$ cat src/rtl/bt_wdt_pkg.sv
// Package with register map, field layout and constants of the basic timer and watchdog.
package bt_wdt_pkg;

	localparam logic [3:0]  ADDR_TIMER_CONTROL  = 4'h0;
	localparam logic [3:0]  ADDR_TIMER_COUNT    = 4'h4;
	localparam logic [3:0]  ADDR_WATCHDOG_COUNT = 4'h8;
	localparam int          ADDR_LSB            = 0;
	localparam int          ADDR_MSB            = 3;
	localparam int          WDOG_CLR_BIT        = 0;
	localparam int          TIMER_CLR_BIT       = 1;
	localparam int          SEL_LSB             = 2;
	localparam int          SEL_MSB             = 4;
	localparam int          WEN_LSB             = 5;
	localparam int          WEN_MSB             = 7;
	localparam int          IRQ_EN_BIT          = 8;
	localparam int          STAB_BIT            = 5;
	localparam logic [2:0]  WDOG_OFF_SIG        = 3'h5;
	localparam logic [2:0]  WDOG_ON_RESET       = 3'h0;
	localparam logic [7:0]  COUNT_MAX           = 8'hFF;
	localparam logic [10:0] DIV_ONE             = 11'h001;

	typedef struct packed {
		logic [7:0] count;
		logic       pulse;
	} count_state_t;

	// Divide ratio minus one for each clock select code.
	function automatic logic [10:0] div_limit(input logic [2:0] sel);
		logic [10:0] r;
		r = 11'h001;
		unique case (sel)
			3'h0: r = 11'h001;
			3'h1: r = 11'h003;
			3'h2: r = 11'h00F;
			3'h3: r = 11'h01F;
			3'h4: r = 11'h07F;
			3'h5: r = 11'h0FF;
			3'h6: r = 11'h3FF;
			3'h7: r = 11'h7FF;
		endcase
		return r;
	endfunction : div_limit

endpackage : bt_wdt_pkg

$ cat src/rtl/count_if.sv
// Interface carrying a counter's step, clear and result signals.
`timescale 1ns/100ps
interface count_if;
	logic       step;
	logic       clear;
	logic [7:0] count;
	logic       wrap;
	modport ctr (input step, input clear, output count, output wrap);
	modport user (output step, output clear, input count, input wrap);
endinterface : count_if

$ cat src/rtl/wrap_counter.sv
// Eight-bit counter with clear and a one-cycle wrap pulse.
`timescale 1ns/100ps
module wrap_counter (
	input  wire logic clock,
	input  wire logic rst_n,
	count_if.ctr      cif
);
	import bt_wdt_pkg::*;

	count_state_t state_reg;
	count_state_t state_next;

	always_comb begin
		state_next       = state_reg;
		state_next.pulse = 1'b0;
		if (cif.clear) begin
			state_next.count = '0;
		end else if (cif.step) begin
			state_next.count = state_reg.count + 8'h01;
			state_next.pulse = (state_reg.count == COUNT_MAX);
		end
	end

	always_ff @(posedge clock) begin
		if (!rst_n) begin
			state_reg <= '0;
		end else begin
			state_reg <= state_next;
		end
	end

	assign cif.count = state_reg.count;
	assign cif.wrap  = state_reg.pulse;

endmodule : wrap_counter

$ cat src/rtl/bt_wdt.sv
// Basic timer with watchdog counter, stabilisation gate and APB register slave.
//
// Overview of operation
// Only signature 101 in enable field disables watchdog.
// Reset clears control register; watchdog enabled.
// Option bit picks enable field reset value.
// Watchdog counter overflow while enabled forces reset.
// Watchdog counter steps on timer overflow pulse.
// Writing one to bit 0 clears watchdog.
// Writing one to bit 1 clears timer.
// Select codes divide main clock 2 to 2048.
// Clock select reset value comes from option.
// Software changes select only after stabilisation; the code accepts select writes at any time, also while the CPU clock is held.
// CPU clock held until timer bit 5 overflows.
// Power-on uses option rate; wake keeps programmed rate.
// Bit 8 enables timer interrupt, resets zero.
// Software clears watchdog before it overflows.
// Timer count reads in low byte only.
// Watchdog count reads in low byte only.
// Timer steps per tick, pulses and interrupts on wrap.
// Reserved control bits read zero, ignore writes.
`timescale 1ns/100ps
module bt_wdt (
	input  wire logic        clock,
	input  wire logic        rst_n,
	input  wire logic        opt_wdog_enable,
	input  wire logic [2:0]  opt_prescale_select,
	input  wire logic        stop_wake,
	input  wire logic        psel,
	input  wire logic        penable,
	input  wire logic        pwrite,
	input  wire logic [31:0] paddr,
	input  wire logic [31:0] pwdata,
	output logic      [31:0] prdata,
	output logic             pready,
	output logic             pslverr,
	output logic             watchdog_reset,
	output logic             cpu_clock_hold,
	output logic             timer_irq,
	output logic             timer_overflow_pulse
);
	import bt_wdt_pkg::*;

	// ----------------------------------------------------------------
	// State.
	// ----------------------------------------------------------------
	typedef struct packed {
		logic        init_done;
		logic [2:0]  watchdog_enable_field;
		logic [2:0]  prescale_select;
		logic        timer_irq_enable;
		logic [10:0] div;
		logic        hold;
		logic        wake_s1;
		logic        wake_s2;
		logic        wdog_rst;
		logic        irq;
		logic [31:0] rdata;
	} top_state_t;

	top_state_t state_reg;
	top_state_t state_next;

	count_if timer_cif ();
	count_if wdog_cif ();

	wrap_counter timer_ctr (
		.clock (clock),
		.rst_n (rst_n),
		.cif   (timer_cif.ctr)
	);

	wrap_counter wdog_ctr (
		.clock (clock),
		.rst_n (rst_n),
		.cif   (wdog_cif.ctr)
	);

	logic        wr_ctl;
	logic        access;
	logic        tick;
	logic        wdog_on;
	logic        stab_done;
	logic        addr_ok;
	logic [3:0]  addr;

	// ----------------------------------------------------------------
	// Bus decode.
	// ----------------------------------------------------------------
	assign addr    = paddr[ADDR_MSB:ADDR_LSB];
	assign addr_ok = (paddr[31:ADDR_MSB+1] == '0) && ((addr == ADDR_TIMER_CONTROL) ||
		(addr == ADDR_TIMER_COUNT) || (addr == ADDR_WATCHDOG_COUNT));
	assign access  = psel && penable;
	assign wr_ctl  = access && pwrite && (addr == ADDR_TIMER_CONTROL) && addr_ok;
	assign pready  = 1'b1;
	assign pslverr = access && !addr_ok;

	// ----------------------------------------------------------------
	// Prescaler, counters and stabilisation.
	// ----------------------------------------------------------------
	assign tick      = (state_reg.div >= div_limit(state_reg.prescale_select));
	assign wdog_on   = (state_reg.watchdog_enable_field != WDOG_OFF_SIG);
	assign stab_done = state_reg.hold && tick && (timer_cif.count[STAB_BIT:0] == COUNT_MAX[STAB_BIT:0]);

	assign timer_cif.step  = tick;
	assign timer_cif.clear = wr_ctl && pwdata[TIMER_CLR_BIT];
	assign wdog_cif.step   = timer_cif.wrap;
	assign wdog_cif.clear  = wr_ctl && pwdata[WDOG_CLR_BIT];

	always_comb begin
		state_next           = state_reg;
		state_next.init_done = 1'b1;
		state_next.wake_s1   = stop_wake;
		state_next.wake_s2   = state_reg.wake_s1;
		state_next.div       = tick ? '0 : state_reg.div + DIV_ONE;
		if (!state_reg.init_done) begin
			state_next.watchdog_enable_field = opt_wdog_enable ? WDOG_ON_RESET : WDOG_OFF_SIG;
			state_next.prescale_select       = opt_prescale_select;
			state_next.hold                  = 1'b1;
		end else if (wr_ctl) begin
			state_next.timer_irq_enable      = pwdata[IRQ_EN_BIT];
			state_next.watchdog_enable_field = pwdata[WEN_MSB:WEN_LSB];
			state_next.prescale_select       = pwdata[SEL_MSB:SEL_LSB];
		end
		if (state_reg.wake_s2) begin
			state_next.hold = 1'b1;
		end else if (stab_done) begin
			state_next.hold = 1'b0;
		end
		state_next.wdog_rst = wdog_on && wdog_cif.wrap;
		state_next.irq      = state_reg.timer_irq_enable && timer_cif.wrap;
		state_next.rdata    = '0;
		if (psel && !penable && !pwrite) begin
			unique case (addr)
				ADDR_TIMER_CONTROL: begin
					state_next.rdata[IRQ_EN_BIT]      = state_reg.timer_irq_enable;
					state_next.rdata[WEN_MSB:WEN_LSB] = state_reg.watchdog_enable_field;
					state_next.rdata[SEL_MSB:SEL_LSB] = state_reg.prescale_select;
				end
				ADDR_TIMER_COUNT: begin
					state_next.rdata[7:0] = timer_cif.count;
				end
				ADDR_WATCHDOG_COUNT: begin
					state_next.rdata[7:0] = wdog_cif.count;
				end
				default: begin
					state_next.rdata = '0;
				end
			endcase
		end
	end

	always_ff @(posedge clock) begin
		if (!rst_n) begin
			state_reg <= '0;
		end else begin
			state_reg <= state_next;
		end
	end

	assign prdata               = state_reg.rdata;
	assign watchdog_reset       = state_reg.wdog_rst;
	assign cpu_clock_hold       = state_reg.hold || !state_reg.init_done;
	assign timer_irq            = state_reg.irq;
	assign timer_overflow_pulse = timer_cif.wrap;

	// ----------------------------------------------------------------
	// Checks.
	// ----------------------------------------------------------------
	signature_off_a: assert property (@(posedge clock) disable iff (!rst_n)
		(state_reg.init_done && state_reg.watchdog_enable_field == WDOG_OFF_SIG) |=> !watchdog_reset)
		else $error("Watchdog reset while disabled by signature.");

	wdog_reset_a: assert property (@(posedge clock) disable iff (!rst_n)
		(wdog_cif.wrap && wdog_on) |=> watchdog_reset)
		else $error("Watchdog overflow did not reset.");

	wdog_step_a: assert property (@(posedge clock) disable iff (!rst_n)
		(!timer_cif.wrap && !wdog_cif.clear) |=> $stable(wdog_cif.count))
		else $error("Watchdog counter moved without timer overflow.");

	wdog_clear_a: assert property (@(posedge clock) disable iff (!rst_n)
		wdog_cif.clear |=> (wdog_cif.count == 8'h00))
		else $error("Watchdog counter not cleared.");

	timer_clear_a: assert property (@(posedge clock) disable iff (!rst_n)
		timer_cif.clear |=> (timer_cif.count == 8'h00))
		else $error("Timer counter not cleared.");

	opt_load_a: assert property (@(posedge clock) disable iff (!rst_n)
		!state_reg.init_done |=> (state_reg.watchdog_enable_field == (opt_wdog_enable ? 3'h0 : 3'h5)))
		else $error("Enable field not loaded from option.");

	hold_release_a: assert property (@(posedge clock) disable iff (!rst_n)
		(stab_done && !state_reg.wake_s2) |=> !cpu_clock_hold)
		else $error("CPU clock not released after stabilisation.");

	timer_irq_a: assert property (@(posedge clock) disable iff (!rst_n)
		timer_cif.wrap |=> (timer_irq == state_reg.timer_irq_enable || $past(wr_ctl)))
		else $error("Timer interrupt does not follow overflow.");

	irq_masked_a: assert property (@(posedge clock) disable iff (!rst_n)
		!state_reg.timer_irq_enable |=> !timer_irq)
		else $error("Timer interrupt raised while disabled.");

	upper_zero_a: assert property (@(posedge clock) disable iff (!rst_n)
		prdata[31:IRQ_EN_BIT+1] == '0)
		else $error("Reserved read data bits not zero.");

	wake_hold_a: assert property (@(posedge clock) disable iff (!rst_n)
		state_reg.wake_s2 |=> cpu_clock_hold)
		else $error("Wake did not hold the CPU clock.");

	ovf_single_a: assert property (@(posedge clock) disable iff (!rst_n)
		timer_overflow_pulse |=> !timer_overflow_pulse)
		else $error("Timer overflow pulse longer than one cycle.");

endmodule : bt_wdt

$ cat config.mk
export PLATFORM = sky130hd
export DESIGN_NAME = bt_wdt
export DESIGN_NICKNAME = d
export VERILOG_FILES = /design/src/rtl/bt_wdt_pkg.sv /design/src/rtl/count_if.sv /design/src/rtl/wrap_counter.sv /design/src/rtl/bt_wdt.sv
export SDC_FILE = /design/constraint.sdc
export NUM_CORES = 1
export LEC_CHECK = 0
export BUFFER_PORTS_ARGS = -buffer_cell sky130_fd_sc_hd__clkbuf_2
export CORE_MARGIN = 10
export CORE_UTILIZATION = 40
export DETAILED_ROUTE_END_ITERATION = 6
export PLACE_DENSITY = 0.64
export SETUP_SLACK_MARGIN = 0.1
export SYNTH_ARGS = -nofsm -noshare
export SYNTH_HDL_FRONTEND = slang
export SYNTH_SLANG_ARGS = --single-unit
export TNS_END_PERCENT = 100
$ cat constraint.sdc
create_clock -name clock -period 3.4 [get_ports clock]
set_input_delay 0.17 -clock clock [delete_from_list [all_inputs] [get_ports clock]]
set_output_delay 0.17 -clock clock [all_outputs]
set_load 0.005 [all_outputs]
==> results.sh, run 1 <==
export IMPL_finalMaxSlewViolations=0
export IMPL_gp_congestion=0.807
export IMPL_start_util=0.407
export IMPL_antenna_found_initial=0
export IMPL_pwr_density_cell_mw_per_mm2=450
export IMPL_synthAdderAreaFrac=0.0523
export IMPL_total_power_mw=1.61
export IMPL_peakVddDrop_uv=241
export IMPL_postCtsSetupBuffers=0
export IMPL_cts_buffers=9
export IMPL_synth_enable_flop_cells=0
export IMPL_synth_compound_area_share=0.109
export IMPL_fmax_mhz=485
export IMPL_firstDrtPassIters=4
export IMPL_tritoncts="built"
export IMPL_dieWidth_um=108
export IMPL_path_max_fanout=11
export IMPL_postCtsHoldBufs=0
export IMPL_ys_ff_latch=58
export IMPL_fin_nets=485
export IMPL_fillers=760
export IMPL_critPathKind="flop to flop"
export IMPL_finalNonFillerCells=505
export IMPL_clkLatencyLatePin_ns=0.33
export IMPL_hold_viol=0
export IMPL_syn_cell_area_sq_mm=0.00311
export IMPL_syn_inst=344
export IMPL_tightestPinTransition_ns=0.713
export IMPL_relSlewSlack=0.518
export IMPL_final_layout_size_suffix_gt1_frac=0.248
export IMPL_dpl_hpwl_um=5670
export IMPL_drtIter0Drc=134
export IMPL_avgSynthCellArea_sq_um=9.04
export IMPL_dp_cells=489
export IMPL_die_area_sq_mm=0.0117
export IMPL_wirelength_um=6970
export IMPL_ios=112
export IMPL_critPathCaptureType="flop"
export IMPL_synth_ff_type="dfxtp_1"
export IMPL_synth_top_family_by_area="simple AND/OR/NAND/NOR gates"
export IMPL_vias=2450
export IMPL_drv_cap=0
export IMPL_reg2reg_slack_ns=1.34
export IMPL_skew_ns=0.00581
export IMPL_whs_path_depth=2
export IMPL_cp_data_required_time_ns=3.60
export IMPL_status="finished, final reports clean"
export IMPL_critPathLaunchType="flop"
export IMPL_port_buffers=64
export IMPL_holdCritStartpoint="stop_wake"
export IMPL_clock_path_buffers=2
export IMPL_vias_per_cell=4.85
export IMPL_finalSetupViolations=0
export IMPL_rsz0062_at_grt="false"
export IMPL_post_cts_resized=0
export IMPL_rows=32
export IMPL_core_area_sq_mm=0.00765
export IMPL_hp_class="primary input to flop"
export IMPL_drtAntennaViolNets=0
export IMPL_min_to="state_next[34]$_SDFF_PN0_"
export IMPL_yosys_area_share_simple=0.252
export IMPL_ys_seq_area_frac=0.373
export IMPL_rr_endpoint="state_reg[42]$_SDFF_PP0_"
export IMPL_cts_root_buf="clkbuf_8"
export IMPL_min_period_ns=2.06
export IMPL_grt_pass1_vias=2468
export IMPL_wl_per_cell_um=13.8
export IMPL_period_share=0.607
export IMPL_fin_setup_tns_ns=0
export IMPL_path_clk_slew_ns=0.06
export IMPL_async_reset_ff_frac=0
export IMPL_leakage_nw=1.56
export IMPL_cp_arrival_ns=2.27
export IMPL_grt_pass1_wl_um=11600
export IMPL_cts_sinks=58
export IMPL_reg2regPathDepth=7
export IMPL_grt_max_degree=24
export IMPL_synth_xor_area_frac=0.0451
export IMPL_grt_total_usage=0.122
export IMPL_synthMuxAreaShare=0.0515
export IMPL_antenna_cells=0
export IMPL_ys_warn_count=0
export IMPL_syn2layout_area_growth_pct=15.3
export IMPL_die_y_um=108
export IMPL_drc=0
export IMPL_synth_distinct_cells=52
export IMPL_h_tree_depth=3
export IMPL_overflow=0
## metal layers
metal,global-route usage,vias to the layer above,part of all wire
met5,0,-,0
met2,0.195,88,0.46
li1,-,1252,-
met3,0.0500,7,0.090
met1,0.143,1103,0.44
met4,0.0487,0,0.015
## kinds of logic after synthesis
family,Yosys count
muxes,16
DFF,58
buffers and inverters,60
and+or+nand+nor,129
AOI/OAI and AO/OA,50
adders and majority gates,13
other,2
xor gates and xnor gates,16
## cell usage after synthesis, drive strengths merged, types with 2 or more instances
cell type   n  area share
a31oi       3      0.0060
nor4        8       0.046
ha         13       0.052
xnor2       6       0.017
nor3        6       0.013
mux2i      16       0.051
and3        7       0.014
buf        37       0.087
o21ai       9       0.014
and4        3      0.0089
xor2       10       0.028
nor2       42       0.051
inv        15       0.018
a22oi       2      0.0048
nand4       8       0.021
and2        5       0.010
dfxtp      58        0.37
a211oi      2      0.0048
conb        2      0.0024
nand3b      6       0.014
nand2      16       0.019
nor2b       2      0.0040
nand3      20       0.034
clkbuf      7      0.0084
a21oi      19       0.031
a21boi      2      0.0060
a21o        3      0.0072
## worst max-delay path by stage
stage,cells after the start,slack [ns],end,start
floorplan,7,1.56,timer_ctr.cif.wrap$_SDFF_PP0_,flop
global placement,5,1.26,prdata[4]$_SDFF_PN0_,rst_n
detailed placement,5,1.27,prdata[3]$_SDFF_PN0_,rst_n
CTS,7,1.33,state_reg[42]$_SDFF_PP0_,flop
global route,7,1.17,state_reg[40]$_SDFF_PP0_,flop
finish,7,1.34,state_reg[42]$_SDFF_PP0_,flop
## area by class of cell
cell class	instances	area, sq um	area share
sequential	58	1160	0.324
timing repair buffer	65	328	0.0914
multi-input combinational	248	1680	0.467
clock inverter	5	103	0.0286
tap	102	128	0.0356
inverter	16	60.1	0.0167
clock buffer	11	131	0.0366
## worst max-delay path, stage by stage (launching register included)
cell     delay, ns
dfxtp_1       0.32
inv_1         0.05
ha_1          0.32
nand4_1       0.15
or3_1         0.41
o22a_2        0.26
nand3_1       0.33
nor2_1        0.10
## cells in the final DEF (no fill, tap or decap), drive strengths merged, types with 10 or more instances in the layout
cell type,synthesis,final
inv,15,15
mux2i,16,16
conb,2,24
clkbuf,7,75
nor2,42,42
xor2,10,10
dfxtp,58,58
ha,13,13
nand2,16,16
a21oi,19,19
nand3,20,20
## power breakdown
group / internal [mW] / total, mW / leakage, nW / switching (mW)
Combinational: 0.0620 / 0.146 / 0.974 / 0.0839
Sequential: 0.699 / 0.717 / 0.471 / 0.0176
Clock: 0.486 / 0.751 / 0.114 / 0.265
## per-stage QoR
step | instance area, sq um | hold WS (ns) | util | worst slack [ns]
floorplan | 3190 | 0.198 | - | 1.56
global placement | 3350 | 0.381 | 0.438 | 1.26
detailed placement | 3350 | 0.383 | 0.438 | 1.27
CTS | 3590 | 0.0313 | 0.469 | 1.33
global route | 3590 | 0.0396 | 0.469 | 1.17
finish | 3590 | 0.0422 | 0.469 | 1.34
Power figures use the tool's default switching activity.
==> run 2, diff against run 1 <==
Clock period 3.4 ns to 2 ns, I/O delays scaled along.
==> run 2 against run 1 <==
Effect of this change: non-clock buffer count rose by 13; critical path depth fell by 1; largest cell class unchanged; fmax grew 11%; critical path type unchanged; clock power grew 48%.
==> results.sh, run 2 (synthesized netlist as in run 1, its figures left out) <==
export IMPL_status="finished, final reports clean"
export IMPL_antenna_found_initial=0
export IMPL_final_cell_mix="clkbuf_2, dfxtp_1, nor2_1, conb_1, nand3_1"
export IMPL_clkPwrFrac=0.423
export IMPL_drc=0
export IMPL_cp_arrival_ns=2.14
export IMPL_combPwrFrac=0.112
export IMPL_final_common_cell="clkbuf_2"
export IMPL_multi_input_area_sq_mm=0.00179
export IMPL_clock_path_buffers=2
export IMPL_relSlewSlack=0.660
export IMPL_cts_buffers=9
export IMPL_final_layout_size_suffix_gt1_frac=0.315
export IMPL_firstDrtPassIters=4
export IMPL_grt_max_degree=23
export IMPL_tritoncts="built"
export IMPL_cts_root_buf="clkbuf_8"
export IMPL_critPathLaunchType="flop"
export IMPL_leakage_nw=1.62
export IMPL_reg2regPathDepth=6
export IMPL_postPlaceCellArea_sq_mm=0.00345
export IMPL_syn2layout_area_growth_pct=22.0
export IMPL_cts_sinks=58
export IMPL_wl_per_cell_um=14.4
export IMPL_die_y_um=108
export IMPL_p_int_mw=1.96
export IMPL_whs_path_depth=3
export IMPL_port_buffers=64
export IMPL_grt_busiest_layer="met2"
export IMPL_grt_total_usage=0.126
export IMPL_grt_pass1_wl_um=12000
export IMPL_postCtsSetupBuffers=0
export IMPL_grt_pass1_vias=2594
export IMPL_start_util=0.407
export IMPL_tightestPinTransition_ns=0.507
export IMPL_vias_per_cell=4.87
export IMPL_pwr_density_cell_mw_per_mm2=691
export IMPL_finalSetupViolations=0
export IMPL_wirelength_um=7480
export IMPL_drtIter0Drc=88
export IMPL_path_clk_slew_ns=0.07
export IMPL_dp_cells=500
export IMPL_vias=2524
export IMPL_peakVddDrop_uv=329
export IMPL_cp_data_required_time_ns=2.27
export IMPL_grt_use_met3=0.0482
export IMPL_period_share=0.933
export IMPL_gp_congestion=0.794
export IMPL_fin_setup_tns_ns=0
export IMPL_drtAntennaViolNets=0
export IMPL_path_delay_family="simple AND/OR/NAND/NOR gates"
export IMPL_dpl_hpwl_um=5780
export IMPL_antenna_cells=0
export IMPL_finish_utilization=0.496
export IMPL_dieWidth_um=108
export IMPL_skew_ns=0.00659
export IMPL_path_max_fanout=7
export IMPL_clkLatencyLatePin_ns=0.33
export IMPL_critPathCaptureType="flop"
export IMPL_cp_depth=6
export IMPL_ff_latch_area_sq_mm=0.00117
export IMPL_ios=112
export IMPL_seqPwrFrac=0.465
export IMPL_met1_usage=0.150
export IMPL_rows=32
export IMPL_critPathKind="flop to flop"
export IMPL_min_period_ns=1.87
export IMPL_fmax_mhz=536
export IMPL_rsz0062_at_grt="true"
export IMPL_hold_viol=0
export IMPL_switchingPower_mw=0.659
export IMPL_switching_share=0.251
export IMPL_finalNonFillerCells=518
export IMPL_finalMaxSlewViolations=0
export IMPL_crit_buf_inv=0
export IMPL_core_area_sq_mm=0.00765
export IMPL_h_tree_depth=3
export IMPL_crit_chain="ha_1 -> nand4_1 -> or3_4 -> o22a_4 -> a21boi_4 -> and4bb_2"
export IMPL_use_met2=0.204
export IMPL_fillers=738
export IMPL_hp_class="primary input to flop"
export IMPL_drv_cap=0
export IMPL_overflow=0
export IMPL_die_area_sq_mm=0.0117
export IMPL_whs_ns=0.0623
export IMPL_slowest_stage="or3_4"
export IMPL_fin_nets=498
export IMPL_critPathMaxStageDelay_ns=0.37
export IMPL_final_area_sq_mm=0.00380
## run 2: changes by cell type in the layout (fill, tap and decap cells not counted), moves of 2 or more
cell,before,now
bufinv_16,3,1
inv_1,15,13
clkbuf_8,9,11
dfxtp_1,58,53
a21oi_1,19,16
dfxtp_2,0,5
ha_4,0,6
ha_1,13,7
dlygate4sd3_1,0,2
a21oi_2,0,3
buf_4,1,11
## run 2: power by group through the flow
stage	registers (mW)	logic [mW]	clock network [mW]
final	1.22	0.294	1.11
after global routing	1.22	0.334	1.18
after CTS	1.22	0.277	1.12
after detailed placement	1.24	0.266	0
after global placement	1.24	0.261	0
after floorplan	1.23	0.192	0
## run 2: stage by stage
stage | power [mW] | worst slack (ns)
final | 2.62 | 0.135
after global routing | 2.74 | 0.0223
after CTS | 2.62 | 0.105
after detailed placement | 1.51 | 0.0773
after global placement | 1.50 | 0.0934
after floorplan | 1.42 | 0.162
## run 2: area by class of cell
| cell class | instances | area share |
|---|---|---|
| clock inverter | 4 | 0.0132 |
| timing repair buffer | 78 | 0.117 |
| tap | 102 | 0.0336 |
| multi-input combinational | 248 | 0.472 |
| clock buffer | 12 | 0.0409 |
| sequential | 58 | 0.308 |
| inverter | 16 | 0.0165 |
## run 2: path summary, 6_finish.rpt
| check | start | endpoint | slack (ns) |
|---|---|---|---|
| max reg2reg | state_reg[44]$_SDFF_PP0_ | timer_ctr.cif.wrap$_SDFF_PP0_ | 0.13 |
| min | opt_wdog_enable | state_reg[52]$_SDFFE_PN0N_ | 0.06 |
| max | state_reg[44]$_SDFF_PP0_ | timer_ctr.cif.wrap$_SDFF_PP0_ | 0.13 |
| min reg2reg | state_reg[36]$_SDFFE_PN0P_ | state_reg[36]$_SDFFE_PN0P_ | 0.43 |
## run 2: repair_timing
| item | 4_1_cts | 5_1_grt |
|---|---|---|
| pin swaps | 1 | 7 |
| endpoints found under the hold margin | 2 | 0 |
| hold buffers | 2 | 0 |
| gates resized for setup | 2 | 20 |
| setup endpoints to repair | 3 | 21 |
## run 2: worst register-to-register path, cell delays in order (launching register included)
cell and delay [ns]:
dfxtp_2 0.34, ha_1 0.29, nand4_1 0.13, or3_4 0.37, o22a_4 0.25, a21boi_4 0.21, and4bb_2 0.23
## run 2: layer usage
layer	vias to the layer above	routed length, um
li1	1277	-
met1	1167	3270
met2	71	3510
met3	9	586
met4	0	109
met5	-	0
